## src/common/chg_pkg.sv

```systemverilog
package chg_pkg;

  // Command codes of the two word registers.
  localparam logic [7:0]  CMD_OPTIONS     = 8'h12;
  localparam logic [7:0]  CMD_CHG_LEVEL   = 8'h14;

  // Charge level field, 64 mA per step with a 10 mOhm sense resistor.
  localparam int          LVL_LSB         = 6;
  localparam int          LVL_MSB         = 12;
  localparam int          LVL_W           = LVL_MSB - LVL_LSB + 1;
  localparam logic [6:0]  LVL_MIN         = 7'h02;
  localparam logic [6:0]  LVL_MAX         = 7'h7F;
  localparam logic [6:0]  LVL_RST         = 7'h00;
  localparam logic [15:0] LVL_OVER_MASK   = 16'hE000;

  // Option bits kept by this block.
  localparam int          OPT_INHIBIT     = 0;
  localparam int          OPT_OCTRIP      = 1;
  localparam int          OPT_ADAPTER     = 4;
  localparam logic        OPT_INHIBIT_RST = 1'b0;
  localparam logic        OPT_OCTRIP_RST  = 1'b1;
  localparam logic        ADAPTER_RST     = 1'b0;

  localparam int          SENSE_W         = 3;
  localparam logic [2:0]  SENSE_RST       = 3'h0;
  localparam logic [15:0] WORD_ZERO       = 16'h0000;

  // One word transaction as delivered by the serial bus engine.
  typedef struct packed {
    logic        write;
    logic [7:0]  code;
    logic [15:0] data;
  } cmd_t;

  // Answer to a transaction, valid for one cycle.
  typedef struct packed {
    logic        valid;
    logic        ack;
    logic [15:0] data;
  } resp_t;

  // Comparator levels from the analog front end.
  typedef struct packed {
    logic supply_ok;
    logic above_0v6;
    logic above_2v4;
  } sense_t;

  localparam resp_t RESP_RST = '{valid: 1'b0, ack: 1'b0, data: 16'h0000};

  function automatic logic [6:0] min_level(input logic [6:0] a,
                                           input logic [6:0] b);
    min_level = (a < b) ? a : b;
  endfunction : min_level

endpackage : chg_pkg

```

## src/chg_regs.sv

```systemverilog
module chg_regs (
  // Clock and reset
  input  wire logic                  clk,
  input  wire logic                  rst_n,
  // Decoded bus transactions
  input  wire logic                  cmd_valid,
  input  wire chg_pkg::cmd_t         cmd,
  output chg_pkg::resp_t             resp,
  // Analog comparators, asynchronous
  input  wire chg_pkg::sense_t       sense_raw,
  // Converted pin limit, same clock
  input  wire logic [6:0]            external_limit_pin,
  // Regulator controls and adapter status
  output logic      [6:0]            charge_level_code,
  output logic                       charge_enable,
  output logic                       adapter_overcurrent_trip,
  output logic                       adapter_present
);
  import chg_pkg::*;

  ////////////////////////////////////////////////////////////////////////////

  sense_t     sense_s;
  logic [2:0] sense_bits;

  level_sync u_sync (
    .clk    (clk),
    .rst_n  (rst_n),
    .raw    (sense_raw),
    .synced (sense_bits)
  );

  assign sense_s = sense_t'(sense_bits);

  ////////////////////////////////////////////////////////////////////////////

  logic [6:0] level_r;
  logic [6:0] level_nxt;
  logic       inhibit_r;
  logic       inhibit_nxt;
  logic       octrip_r;
  logic       octrip_nxt;
  resp_t      resp_nxt;
  logic       bus_live;
  logic       hit_opt;
  logic       hit_lvl;
  logic       lvl_ok;
  logic [6:0] wr_code;

  // The interface is dead below lockout or with the 0.6 V comparator low.
  assign bus_live = sense_s.supply_ok && sense_s.above_0v6;
  assign hit_opt  = cmd.code == CMD_OPTIONS;
  assign hit_lvl  = cmd.code == CMD_CHG_LEVEL;
  assign wr_code  = cmd.data[LVL_MSB:LVL_LSB];
  // Any of the top three bits set means more than the top of the range.
  assign lvl_ok   = ((cmd.data & LVL_OVER_MASK) == WORD_ZERO)
                    && (wr_code >= LVL_MIN) && (wr_code <= LVL_MAX);

  always_comb begin
    level_nxt   = level_r;
    inhibit_nxt = inhibit_r;
    octrip_nxt  = octrip_r;
    resp_nxt    = RESP_RST;
    if (cmd_valid) begin
      resp_nxt.valid = 1'b1;
      if (bus_live && (hit_opt || hit_lvl)) begin
        resp_nxt.ack = 1'b1;
        if (cmd.write) begin
          if (hit_lvl) begin
            level_nxt = lvl_ok ? wr_code : LVL_RST;
          end else begin
            inhibit_nxt = cmd.data[OPT_INHIBIT];
            octrip_nxt  = cmd.data[OPT_OCTRIP];
          end
        end else if (hit_lvl) begin
          resp_nxt.data[LVL_MSB:LVL_LSB] = level_r;
        end else begin
          resp_nxt.data[OPT_INHIBIT] = inhibit_r;
          resp_nxt.data[OPT_OCTRIP]  = octrip_r;
          resp_nxt.data[OPT_ADAPTER] = adapter_present;
        end
      end
    end
  end

  always_ff @(posedge clk or negedge rst_n) begin
    if (!rst_n) begin
      level_r   <= LVL_RST;
      inhibit_r <= OPT_INHIBIT_RST;
      octrip_r  <= OPT_OCTRIP_RST;
      resp      <= RESP_RST;
    end else begin
      level_r   <= level_nxt;
      inhibit_r <= inhibit_nxt;
      octrip_r  <= octrip_nxt;
      resp      <= resp_nxt;
    end
  end

  ////////////////////////////////////////////////////////////////////////////

  logic [6:0] eff_nxt;
  logic       en_nxt;

  // A pin held above full scale converts to the top code, so the
  // register alone then sets the level.
  always_comb begin
    eff_nxt = inhibit_r ? LVL_RST
                        : min_level(level_r, external_limit_pin);
    en_nxt  = eff_nxt != LVL_RST;
  end

  always_ff @(posedge clk or negedge rst_n) begin
    if (!rst_n) begin
      charge_level_code        <= LVL_RST;
      charge_enable            <= 1'b0;
      adapter_overcurrent_trip <= OPT_OCTRIP_RST;
      adapter_present          <= ADAPTER_RST;
    end else begin
      charge_level_code        <= eff_nxt;
      charge_enable            <= en_nxt;
      adapter_overcurrent_trip <= octrip_r;
      adapter_present          <= sense_s.above_2v4;
    end
  end
endmodule : chg_regs

```

## src/level_sync.sv

```systemverilog
module level_sync (
  // Clock and reset
  input  wire logic                       clk,
  input  wire logic                       rst_n,
  // Levels
  input  wire logic [chg_pkg::SENSE_W-1:0] raw,
  output logic      [chg_pkg::SENSE_W-1:0] synced
);
  import chg_pkg::*;

  logic [SENSE_W-1:0] meta_r;

  // The first stage feeds only the second stage.
  always_ff @(posedge clk or negedge rst_n) begin
    if (!rst_n) begin
      meta_r <= SENSE_RST;
      synced <= SENSE_RST;
    end else begin
      meta_r <= raw;
      synced <= meta_r;
    end
  end

endmodule : level_sync

```

## config.mk

```make
export PLATFORM = sky130hd
export DESIGN_NAME = chg_regs
export DESIGN_NICKNAME = d
export VERILOG_FILES = /design/src/common/chg_pkg.sv /design/src/chg_regs.sv /design/src/level_sync.sv
export SDC_FILE = /design/constraint.sdc
export NUM_CORES = 1
export LEC_CHECK = 0
export ABC_AREA = 1
export ABC_CLOCK_PERIOD_IN_PS = 1500
export BUFFER_PORTS_ARGS = -buffer_cell sky130_fd_sc_hd__clkbuf_2
export CORE_MARGIN = 8
export CORE_UTILIZATION = 40
export DETAILED_ROUTE_END_ITERATION = 6
export PLACE_DENSITY = 0.68
export REMOVE_ABC_BUFFERS = 1
export SLEW_MARGIN = 20
export SYNTH_ARGS = -nofsm -noshare
export SYNTH_HDL_FRONTEND = slang
export SYNTH_SLANG_ARGS = --single-unit
```

## constraint.sdc

```tcl
create_clock -name clk -period 1.5 [get_ports clk]
set_input_delay 0.075 -clock clk [delete_from_list [all_inputs] [get_ports clk]]
set_output_delay 0.075 -clock clk [all_outputs]
set_load 0.02 [all_outputs]
```

[Word level (Yosys, flattened, before mapping)]
Index checks and enable logic that the tools add are counted.
Operators by class
  muxes and demuxes: 17
  eq/ne operators: 2
  reductions and logical operators: 9
  $lt $le $gt $ge: 3
  bitwise operators: 1
Operators by type and width (number)
  two-way mux 7 bit: 7
  equality test 8 x 5 -> 1 bit, second input constant: 2
  zero test 16 bit: 1
  two-way mux 2 bit: 5
  AND reduction 4 bit: 2
  greater-or-equal comparator 7 x 2 -> 1 bit, second input constant: 1
  <= comparator 7 bit, second input constant: 1
  < comparator 7 bit: 1
  nonzero test 7 bit: 1
  two-way mux 1 bit: 5
  logical AND 1 bit: 4
  logical OR 1 bit: 1
  NOT 1 bit: 1
Storage, ports and cells
  output and inout bits: 28
  register bits: 37

[Longest topological paths before layout]
Gate-level depths: netlist of the first run.
  word-level depth: 5
  depth in mapped cells: 13

[By module]
From an unflattened synthesis of the first run, not the netlist that was laid out.
Unflattened totals
  cell total of the unflattened synthesis: 182
  area total of the unflattened synthesis: 1726.7 um2
By module, submodules not included
  chg_regs: instances 1, area an instance 1576.5 um2, cells each 176, sequential area each 778.2 um2
  level_sync: instances 1, area an instance 150.1 um2, cells each 6, sequential area each 150.1 um2

[Least setup slack after synthesis of the first run]
No wires, ideal clock.
  path type: flip-flop to flip-flop
  start: register level_r[6]
  end: register charge_enable
  setup time: 0.119 ns
  period minus slack after synthesis: 1.544 ns
  path buffers: 0
  arrival: 1.426 ns
  path slack: -0.044 ns
  cell stages (with the launch flop): 10
  cells stage by stage: dfrtp_1 -> ha_1 -> nand2_1 -> inv_1 -> a21oi_4 -> nand3_1 -> nand3_1 -> nand2_1 -> nor2_1 -> nand2_1
On the way
  word-level cells in the longest chain between the ends: 4
RTL lines
  from (decl): line chg_regs.sv:37  | logic [6:0] level_r;
  from (signal assigned): line chg_regs.sv:93  | level_r <= level_nxt;
  < comparator 7 bit: line chg_pkg.sv:53  | min_level = (a < b) ? a : b;
  two-way mux 7 bit (*): line chg_pkg.sv:53
  two-way mux 7 bit (*): line chg_regs.sv:108  | eff_nxt = inhibit_r ? LVL_RST
  nonzero test 7 bit (*): line chg_regs.sv:110  | en_nxt = eff_nxt != LVL_RST;
  net en_nxt: line chg_regs.sv:103  | logic en_nxt;
  to (signal assigned): line chg_regs.sv:121  | charge_enable <= en_nxt;
  to (decl): line chg_regs.sv:15  | output logic charge_enable,
Mark *: on every way through the listed nets, which the timed path passes. The rest lies on a longest branch.
A chain may end at the register's enable or synchronous reset.

[Worst setup path in the final report of the first run]
  start: register level_r[2]
  end: register charge_enable
The elaborated chain is that of the path after synthesis.

==> reports/qor.yml, run 1 <==
yosys:
  synth_area_leader_cell: "dfrtp_1"
  seq_area_frac_synth_pct: 55.1
  synth.distinct_cells: 27
  synth.area.top_cells: "dfrtp_1 (52%), nand2_1 (10%), inv_1 (7.3%)"
  synth-seq-cells: 37
  cells_after_synth: 185
  synth.avg_cell_area_um2: 9.11
  yosysWarnings: 0
  mapped_cell_area_mm2: 0.00169
  synth.top_cell.area_share_pct: 52.0
floorplan:
  design.portCount: 66
  die_area_mm2: 0.00655
  die_height_um: 80.9
  initial_core_util_pct: 41.8
  dieWidth_um: 80.9
  fp-row-count: 23
  design.core.area_mm2: 0.00403
pwr:
  leakage_nw: 1.41
  p_int_mw: 1.63
  switch_pwr_uw: 437
  ir_worst_vdd_v: 0.000524
  power.clock.fraction_pct: 42.1
  swShare_pct: 21.2
  powerDensity_mw_per_mm2: 822
  comb_power_share_pct: 8.7
  pwr-share-seq_pct: 49.1
setup_path:
  worst-endpoint-arrival_ns: 1.79
  worstPathMaxFanout: 7
  critPathCaptureType: "flip-flop"
  worst-endpoint-required_ns: 1.68
  worstSetupPathType: "reg -> reg"
  start_kind: "flip-flop"
routing:
  drt-wirelength-per-cell_um: 12.4
  viasPerCell: 4.48
  ant_nets: 0
  post-route-drc-count: 0
  drtPass1Iterations: 4
  drt_wl_total_um: 4000
  via_count: 1437
  drtIter0Drc: 46
finish:
  syn_to_final_growth_pct: 49.1
  multi_input_area_um2: 758
  layout-drive-gt1-share_pct: 46.5
  final-seq-area_um2: 928
  layout.cell_area.non_filler_mm2: 0.00251
  count_of_filler_cells_inserted_in_the_layout: 337
  final_nets: 314
  insertedDiodeCount: 0
clock_tree:
  root_buffer_selected_by_cts: "clkbuf_8"
  insertion_delay_ns: 0.29
  numClockSinks: 37
  cts.reportedPaths.clkPinSlew_ns: 0.07
  clock_path_buffers: 2
  cts_tree: "done"
  cts_max_level: 2
  cts_made_buffers: 5
timing:
  grt_setup_unrepaired: "true"
  drv_slew: 0
  period_needed_ns: 1.61
  skew_ns: 0.00399
  final_hold_viol_count: 0
  timing.final.crit_share_pct: 108
  finalSetupTns_ns: -0.360
  max_clk_rate_mhz: 620
  setup-violations-final: 5
  setup_slack_ns: -0.114
global_route:
  first_global_vias: 1418
  grt_use_total_pct: 12.1
  grt_antenna_before_repair: 0
  grt_overflow: 0
  first_pass_grt_wire_length_um: 6180
  grt_start_max_net_pins: 38
run_status:
  status: "finished with violations"
  violations_in_the_final_reports: "negative setup slack"
place:
  finalWeightedCongestion: 0.805
  pre_cts_ws_ns: -0.149
  hpwlAfterDp_um: 2840
  buffer_ports.inserted: 55
  dpl-instance-area_mm2: 0.00208
worst_hold_path:
  worst_hold_path_type: "in -> reg"
flow_run:
  count_of_maximum_capacitance_violations: 0
logic make-up after synthesis:
kind of cell,count (synthesis),share of synthesized area [%]
flops,37,55.1
fa+ha+maj,6,4.45
simple gates,88,24.6
compound gates,12,4.60
other cells,1,0.223
buf+inv,41,11.0
metrics by stage:
step	hold slack (ns)	util, %	std cells	power (mW)
after floorplan	-0.221	-	182	1.09
after detailed placement	0.0573	51.7	299	1.18
after global routing	0.0161	62.4	321	2.15
final	0.00391	62.4	321	2.07
after CTS	0.00415	58.3	316	2.07
after global placement	0.0538	51.7	299	1.17
layout make-up:
| cell class | instances | area share (%) |
|---|---|---|
| multi-input combinational | 112 | 30.2 |
| timing repair buffer | 81 | 20.9 |
| sequential | 37 | 36.9 |
| clock inverter | 1 | 1.19 |
| clock buffer | 7 | 3.43 |
| inverter | 33 | 4.93 |
| tap | 50 | 2.49 |
path summary, 6_finish.rpt:
| path | startpoint | to | slack (ns) | cells after the start |
|---|---|---|---|---|
| max | level_r[2] | charge_enable | -0.11 | 12 |
| min reg2reg | u_sync.synced[0] | adapter_present | 0.35 | 0 |
| max reg2reg | level_r[2] | charge_enable | -0.11 | 12 |
| min | cmd[6] | level_r[0] | 0.004 | 3 |
| max in group asynchronous | rst_n | octrip_r | 0.98 | 3 |
| min in group asynchronous | rst_n | inhibit_r | 0.29 | 3 |
flip-flops by register name (all words and copies together), names as in the netlist:
signal / flops
u_sync.meta_r: 3
u_sync.synced: 3
adapter_present: 1
resp: 12
octrip_r: 1
charge_level_code: 7
level_r: 7
adapter_overcurrent_trip: 1
charge_enable: 1
inhibit_r: 1
power groups by stage:
stage                     Clock (mW)  Combinational, mW  Sequential, mW
final                          0.871              0.180            1.01
after global routing           0.931              0.199            1.02
after CTS                      0.894              0.161            1.01
after detailed placement           0              0.142            1.03
after global placement             0              0.139            1.03
after floorplan                    0             0.0531            1.04
metal layers:
metal	routed length [um]	GRT usage, %	vias up
li1	-	-	731
met1	1600	13.6	650
met2	1950	20.2	46
met3	373	4.97	10
met4	79	4.11	0
met5	0	0	-
cell usage after synthesis:
cell type,instances
a21oi_1,1
a21oi_2,1
a21oi_4,1
and2_1,1
buf_2,1
buf_4,6
buf_6,1
conb_1,1
dfrtp_1,35
dfstp_2,2
ha_1,6
inv_1,33
nand2_1,47
nand2_2,1
nand2_4,2
nand3_1,14
nand3_2,1
nand4_1,1
nor2_1,7
nor3_1,9
nor3_2,2
nor3b_1,1
nor3b_2,1
o21ai_0,4
o21ai_1,4
o31ai_1,1
or2_2,1
critical path, cell delays in order (launching register included):
cell,delay (ns)
dfrtp_1,0.41
ha_4,0.27
nand2_2,0.07
inv_2,0.03
nand2_2,0.04
nand2_2,0.06
nand2_4,0.13
buf_6,0.12
nand3_2,0.05
nand3_1,0.11
nand2_1,0.06
nor2_1,0.09
nand2_1,0.05
layout by cell type, fill, tap and decap left out, types with 7 or more instances in the layout:
cell type	count
clkbuf_2	55
dfrtp_1	35
nand2_1	34
inv_1	29
buf_4	14
nand2_2	12
nand3_2	9
nor3_1	8
dlygate4sd3_1	7
timing repair:
| action | in CTS | in global routing |
|---|---|---|
| gates resized for setup | 13 | 28 |
| pin swaps | 7 | 12 |
| hold endpoints to repair | 43 | 0 |
| endpoints found under the setup margin | 7 | 9 |
| setup buffers | 2 | 5 |
| hold buffers | 7 | 0 |
Power figures use the tool's default switching activity.
==> inputs of run 2 (changes only) <==
--- a/config.mk
+++ b/config.mk
@@ -6,12 +6,12 @@
 export NUM_CORES = 1
 export LEC_CHECK = 0
 export ABC_AREA = 1
-export ABC_CLOCK_PERIOD_IN_PS = 1500
+export ABC_CLOCK_PERIOD_IN_PS = 1600
 export BUFFER_PORTS_ARGS = -buffer_cell sky130_fd_sc_hd__clkbuf_2
 export CORE_MARGIN = 8
 export CORE_UTILIZATION = 40
 export DETAILED_ROUTE_END_ITERATION = 6
-export PLACE_DENSITY = 0.68
+export PLACE_DENSITY = 0.66
 export REMOVE_ABC_BUFFERS = 1
 export SLEW_MARGIN = 20
 export SYNTH_ARGS = -nofsm -noshare
==> constraint.sdc (replaced) <==
create_clock -name clk -period 1.6 [get_ports clk]
set_input_delay 0.08 -clock clk [delete_from_list [all_inputs] [get_ports clk]]
set_output_delay 0.08 -clock clk [all_outputs]
set_load 0.02 [all_outputs]
==> run 2 against run 1 <==
The flow still finishes with violations (negative setup slack). Maximum frequency shrank 2.4%. Cell count shrank 1.2%. Largest cell class unchanged. Total power shrank 17%. Sequential share of layout area grew 1.4 points. Register-to-register slack gained 0.06 ns. Via count shrank 3.1%. First-iteration DRC count grew 30%. Setup slack gained 0.060 ns. Clock-buffer cell count shrank 1. Combinational power shrank 12%.
==> reports/qor.yml, run 2 (synthesized netlist as in run 1, its figures left out) <==
run_status:
  status: "finished with violations"  # unchanged
  violations_in_the_final_reports: "negative setup slack"  # unchanged
timing:
  finalSetupTns_ns: -0.0543  # was -0.360 ns
  setup_slack_ns: -0.0543  # was -0.114 ns
  period_needed_ns: 1.65  # was 1.61 ns
  grt_setup_unrepaired: "true"  # unchanged
  skew_ns: 0.00422  # was 0.00399 ns
  final_hold_viol_count: 0  # unchanged
  drv_slew: 0  # unchanged
  max_clk_rate_mhz: 604  # was 620 MHz
  setup-violations-final: 1  # was 5
  timing.final.crit_share_pct: 103  # was 108%
pwr:
  p_int_mw: 1.31  # was 1.63 mW
  power.clock.fraction_pct: 35.3  # was 42.1%
  leakage_nw: 1.36  # was 1.41 nW
  powerDensity_mw_per_mm2: 708  # was 822 mW/mm2
  swShare_pct: 23.3  # was 21.2%
  pwr-share-seq_pct: 55.5  # was 49.1%
  switch_pwr_uw: 399  # was 437 uW
  ir_worst_vdd_v: 0.000541  # was 0.000524 V
  comb_power_share_pct: 9.2  # was 8.7%
clock_tree:
  cts.reportedPaths.clkPinSlew_ns: 0.07  # about the same
  cts_made_buffers: 5  # unchanged
  clock_path_buffers: 2  # unchanged
  cts_max_level: 2  # unchanged
  numClockSinks: 37  # unchanged
  cts_tree: "done"  # unchanged
  insertion_delay_ns: 0.28  # was 0.29 ns
  root_buffer_selected_by_cts: "clkbuf_8"  # unchanged
routing:
  viasPerCell: 4.39  # was 4.48
  drtIter0Drc: 60  # was 46
  drtPass1Iterations: 4  # unchanged
  via_count: 1392  # was 1437
  ant_nets: 0  # unchanged
  post-route-drc-count: 0  # unchanged
  drt_wl_total_um: 3840  # was 4000 um
  drt-wirelength-per-cell_um: 12.1  # was 12.4 um
global_route:
  grt_overflow: 0  # unchanged
  grt_antenna_before_repair: 0  # unchanged
  grt_use_total_pct: 11.3  # was 12.1%
  first_pass_grt_wire_length_um: 5860  # was 6180 um
  first_global_vias: 1390  # was 1418
  grt_start_max_net_pins: 38  # unchanged
floorplan:
  dieWidth_um: 80.9  # unchanged
  design.core.area_mm2: 0.00403  # unchanged
  initial_core_util_pct: 41.8  # unchanged
  die_area_mm2: 0.00655  # unchanged
  die_height_um: 80.9  # unchanged
  design.portCount: 66  # unchanged
  fp-row-count: 23  # unchanged
finish:
  layout_commonest_cell: "clkbuf_2"  # unchanged
  multi_input_area_um2: 748  # was 758 um2
  final-seq-area_um2: 928  # unchanged
  final_nets: 310  # was 314
  largest_register: "resp"  # unchanged
  insertedDiodeCount: 0  # unchanged
  layout_top_registers: "resp (12), charge_level_code (7), level_r (7)"  # unchanged
  layout-drive-gt1-share_pct: 44.9  # was 46.5%
  count_of_filler_cells_inserted_in_the_layout: 362  # was 337
  largest_register_ff_count: 12  # unchanged
  layout.core_utilization_pct: 60.1  # was 62.4%
  syn_to_final_growth_pct: 43.7  # was 49.1%
  leading_cell_types_in_the_layout_fill_and_taps_excluded: "clkbuf_2 (55), nand2_1 (36), dfrtp_1 (35)"  # was clkbuf_2 (55), dfrtp_1 (35), nand2_1 (34)
place:
  hpwlAfterDp_um: 2770  # was 2840 um
  finalWeightedCongestion: 0.783  # was 0.805
  buffer_ports.inserted: 55  # unchanged
setup_path:
  critPathCaptureType: "flip-flop"  # unchanged
  timing.critical_path.to: "charge_enable"  # unchanged
  reg2reg_from: "level_r[2]"  # unchanged
  worstSetupPathType: "reg -> reg"  # unchanged
  worst-endpoint-arrival_ns: 1.83  # was 1.79 ns
  worst_r2r_endpoint: "charge_enable"  # unchanged
  start_kind: "flip-flop"  # unchanged
  ff2ff_setup_slack_ns: -0.05  # was -0.11 ns
  worst-endpoint-required_ns: 1.77  # was 1.68 ns
  critical_path.startpoint: "level_r[2]"  # unchanged
  worstPathMaxFanout: 7  # unchanged
  reg2reg_depth: 10  # was 12
flow_run:
  count_of_maximum_capacitance_violations: 0  # unchanged
worst_hold_path:
  hold_path_startpoint: "cmd[0]"  # was cmd[6]
  worst_hold_path_type: "in -> reg"  # unchanged
==> run 2: repair_timing <==
| item | in CTS | in global routing |
|---|---|---|
| hold buffers | 6 | 0 |
| endpoints found under the setup margin | 4 | 7 |
| hold endpoints to repair | 40 | 0 |
| buffers inserted | 0 | 5 |
| resized for setup | 3 | 32 |
| pin swaps | 12 | 17 |
==> run 2: power by group through the flow <==
stage	clock network, mW	logic [mW]	registers (mW)
5_1_grt	0.668	0.176	0.952
2_1_floorplan	0	0.0498	0.973
3_3_place_gp	0	0.126	0.968
3_5_place_dp	0	0.129	0.969
4_1_cts	0.626	0.141	0.951
6_report	0.604	0.158	0.951
==> run 2: critical path: stages, from the launching register on <==
cell	delay (ns)
dfrtp_1	0.41
ha_4	0.26
a21oi_2	0.13
nand2_2	0.08
nand2_4	0.13
buf_6	0.12
nand3_2	0.06
nand3_2	0.08
nand2_1	0.06
nor2_1	0.13
nand2_1	0.08
==> run 2: routing by layer <==
layer / wire length (um) / vias up / track usage [%]
met5: 0 / - / 0
li1: - / 727 / -
met4: 62 / 0 / 5.36
met1: 1610 / 613 / 13.1
met2: 1890 / 45 / 18.3
met3: 277 / 7 / 3.86
==> run 2: how the worst min path moves through the flow <==
stage,end,depth (start not counted)
3_3_place_gp,resp[1],2
5_1_grt,inhibit_r,3
6_report,inhibit_r,3
4_1_cts,inhibit_r,3
2_1_floorplan,adapter_present,0
3_5_place_dp,resp[1],2
==> run 2: final cells by class <==
type,count,share of cell area [%]
Timing Repair Buffer,77,19.6
Inverter,33,5.12
Clock inverter,2,0.413
Sequential cell,37,38.3
Multi-Input combinational cell,112,30.9
Tap cell,50,2.58
Clock buffer,6,3.00
==> run 2: through the flow <==
| step | power, mW | worst slack (ns) | cells | cell area (um2) | hold slack, ns |
|---|---|---|---|---|---|
| final | 1.71 | -0.0543 | 317 | 2420 | 0.0152 |
| after global routing | 1.80 | -0.144 | 317 | 2420 | 0.00975 |
| after CTS | 1.72 | -0.0419 | 312 | 2210 | 0.0103 |
| after detailed placement | 1.10 | -0.0538 | 298 | 2060 | 0.143 |
| after global placement | 1.09 | -0.0142 | 298 | 2060 | 0.139 |
| after floorplan | 1.02 | 0.0558 | 182 | 1640 | -0.216 |
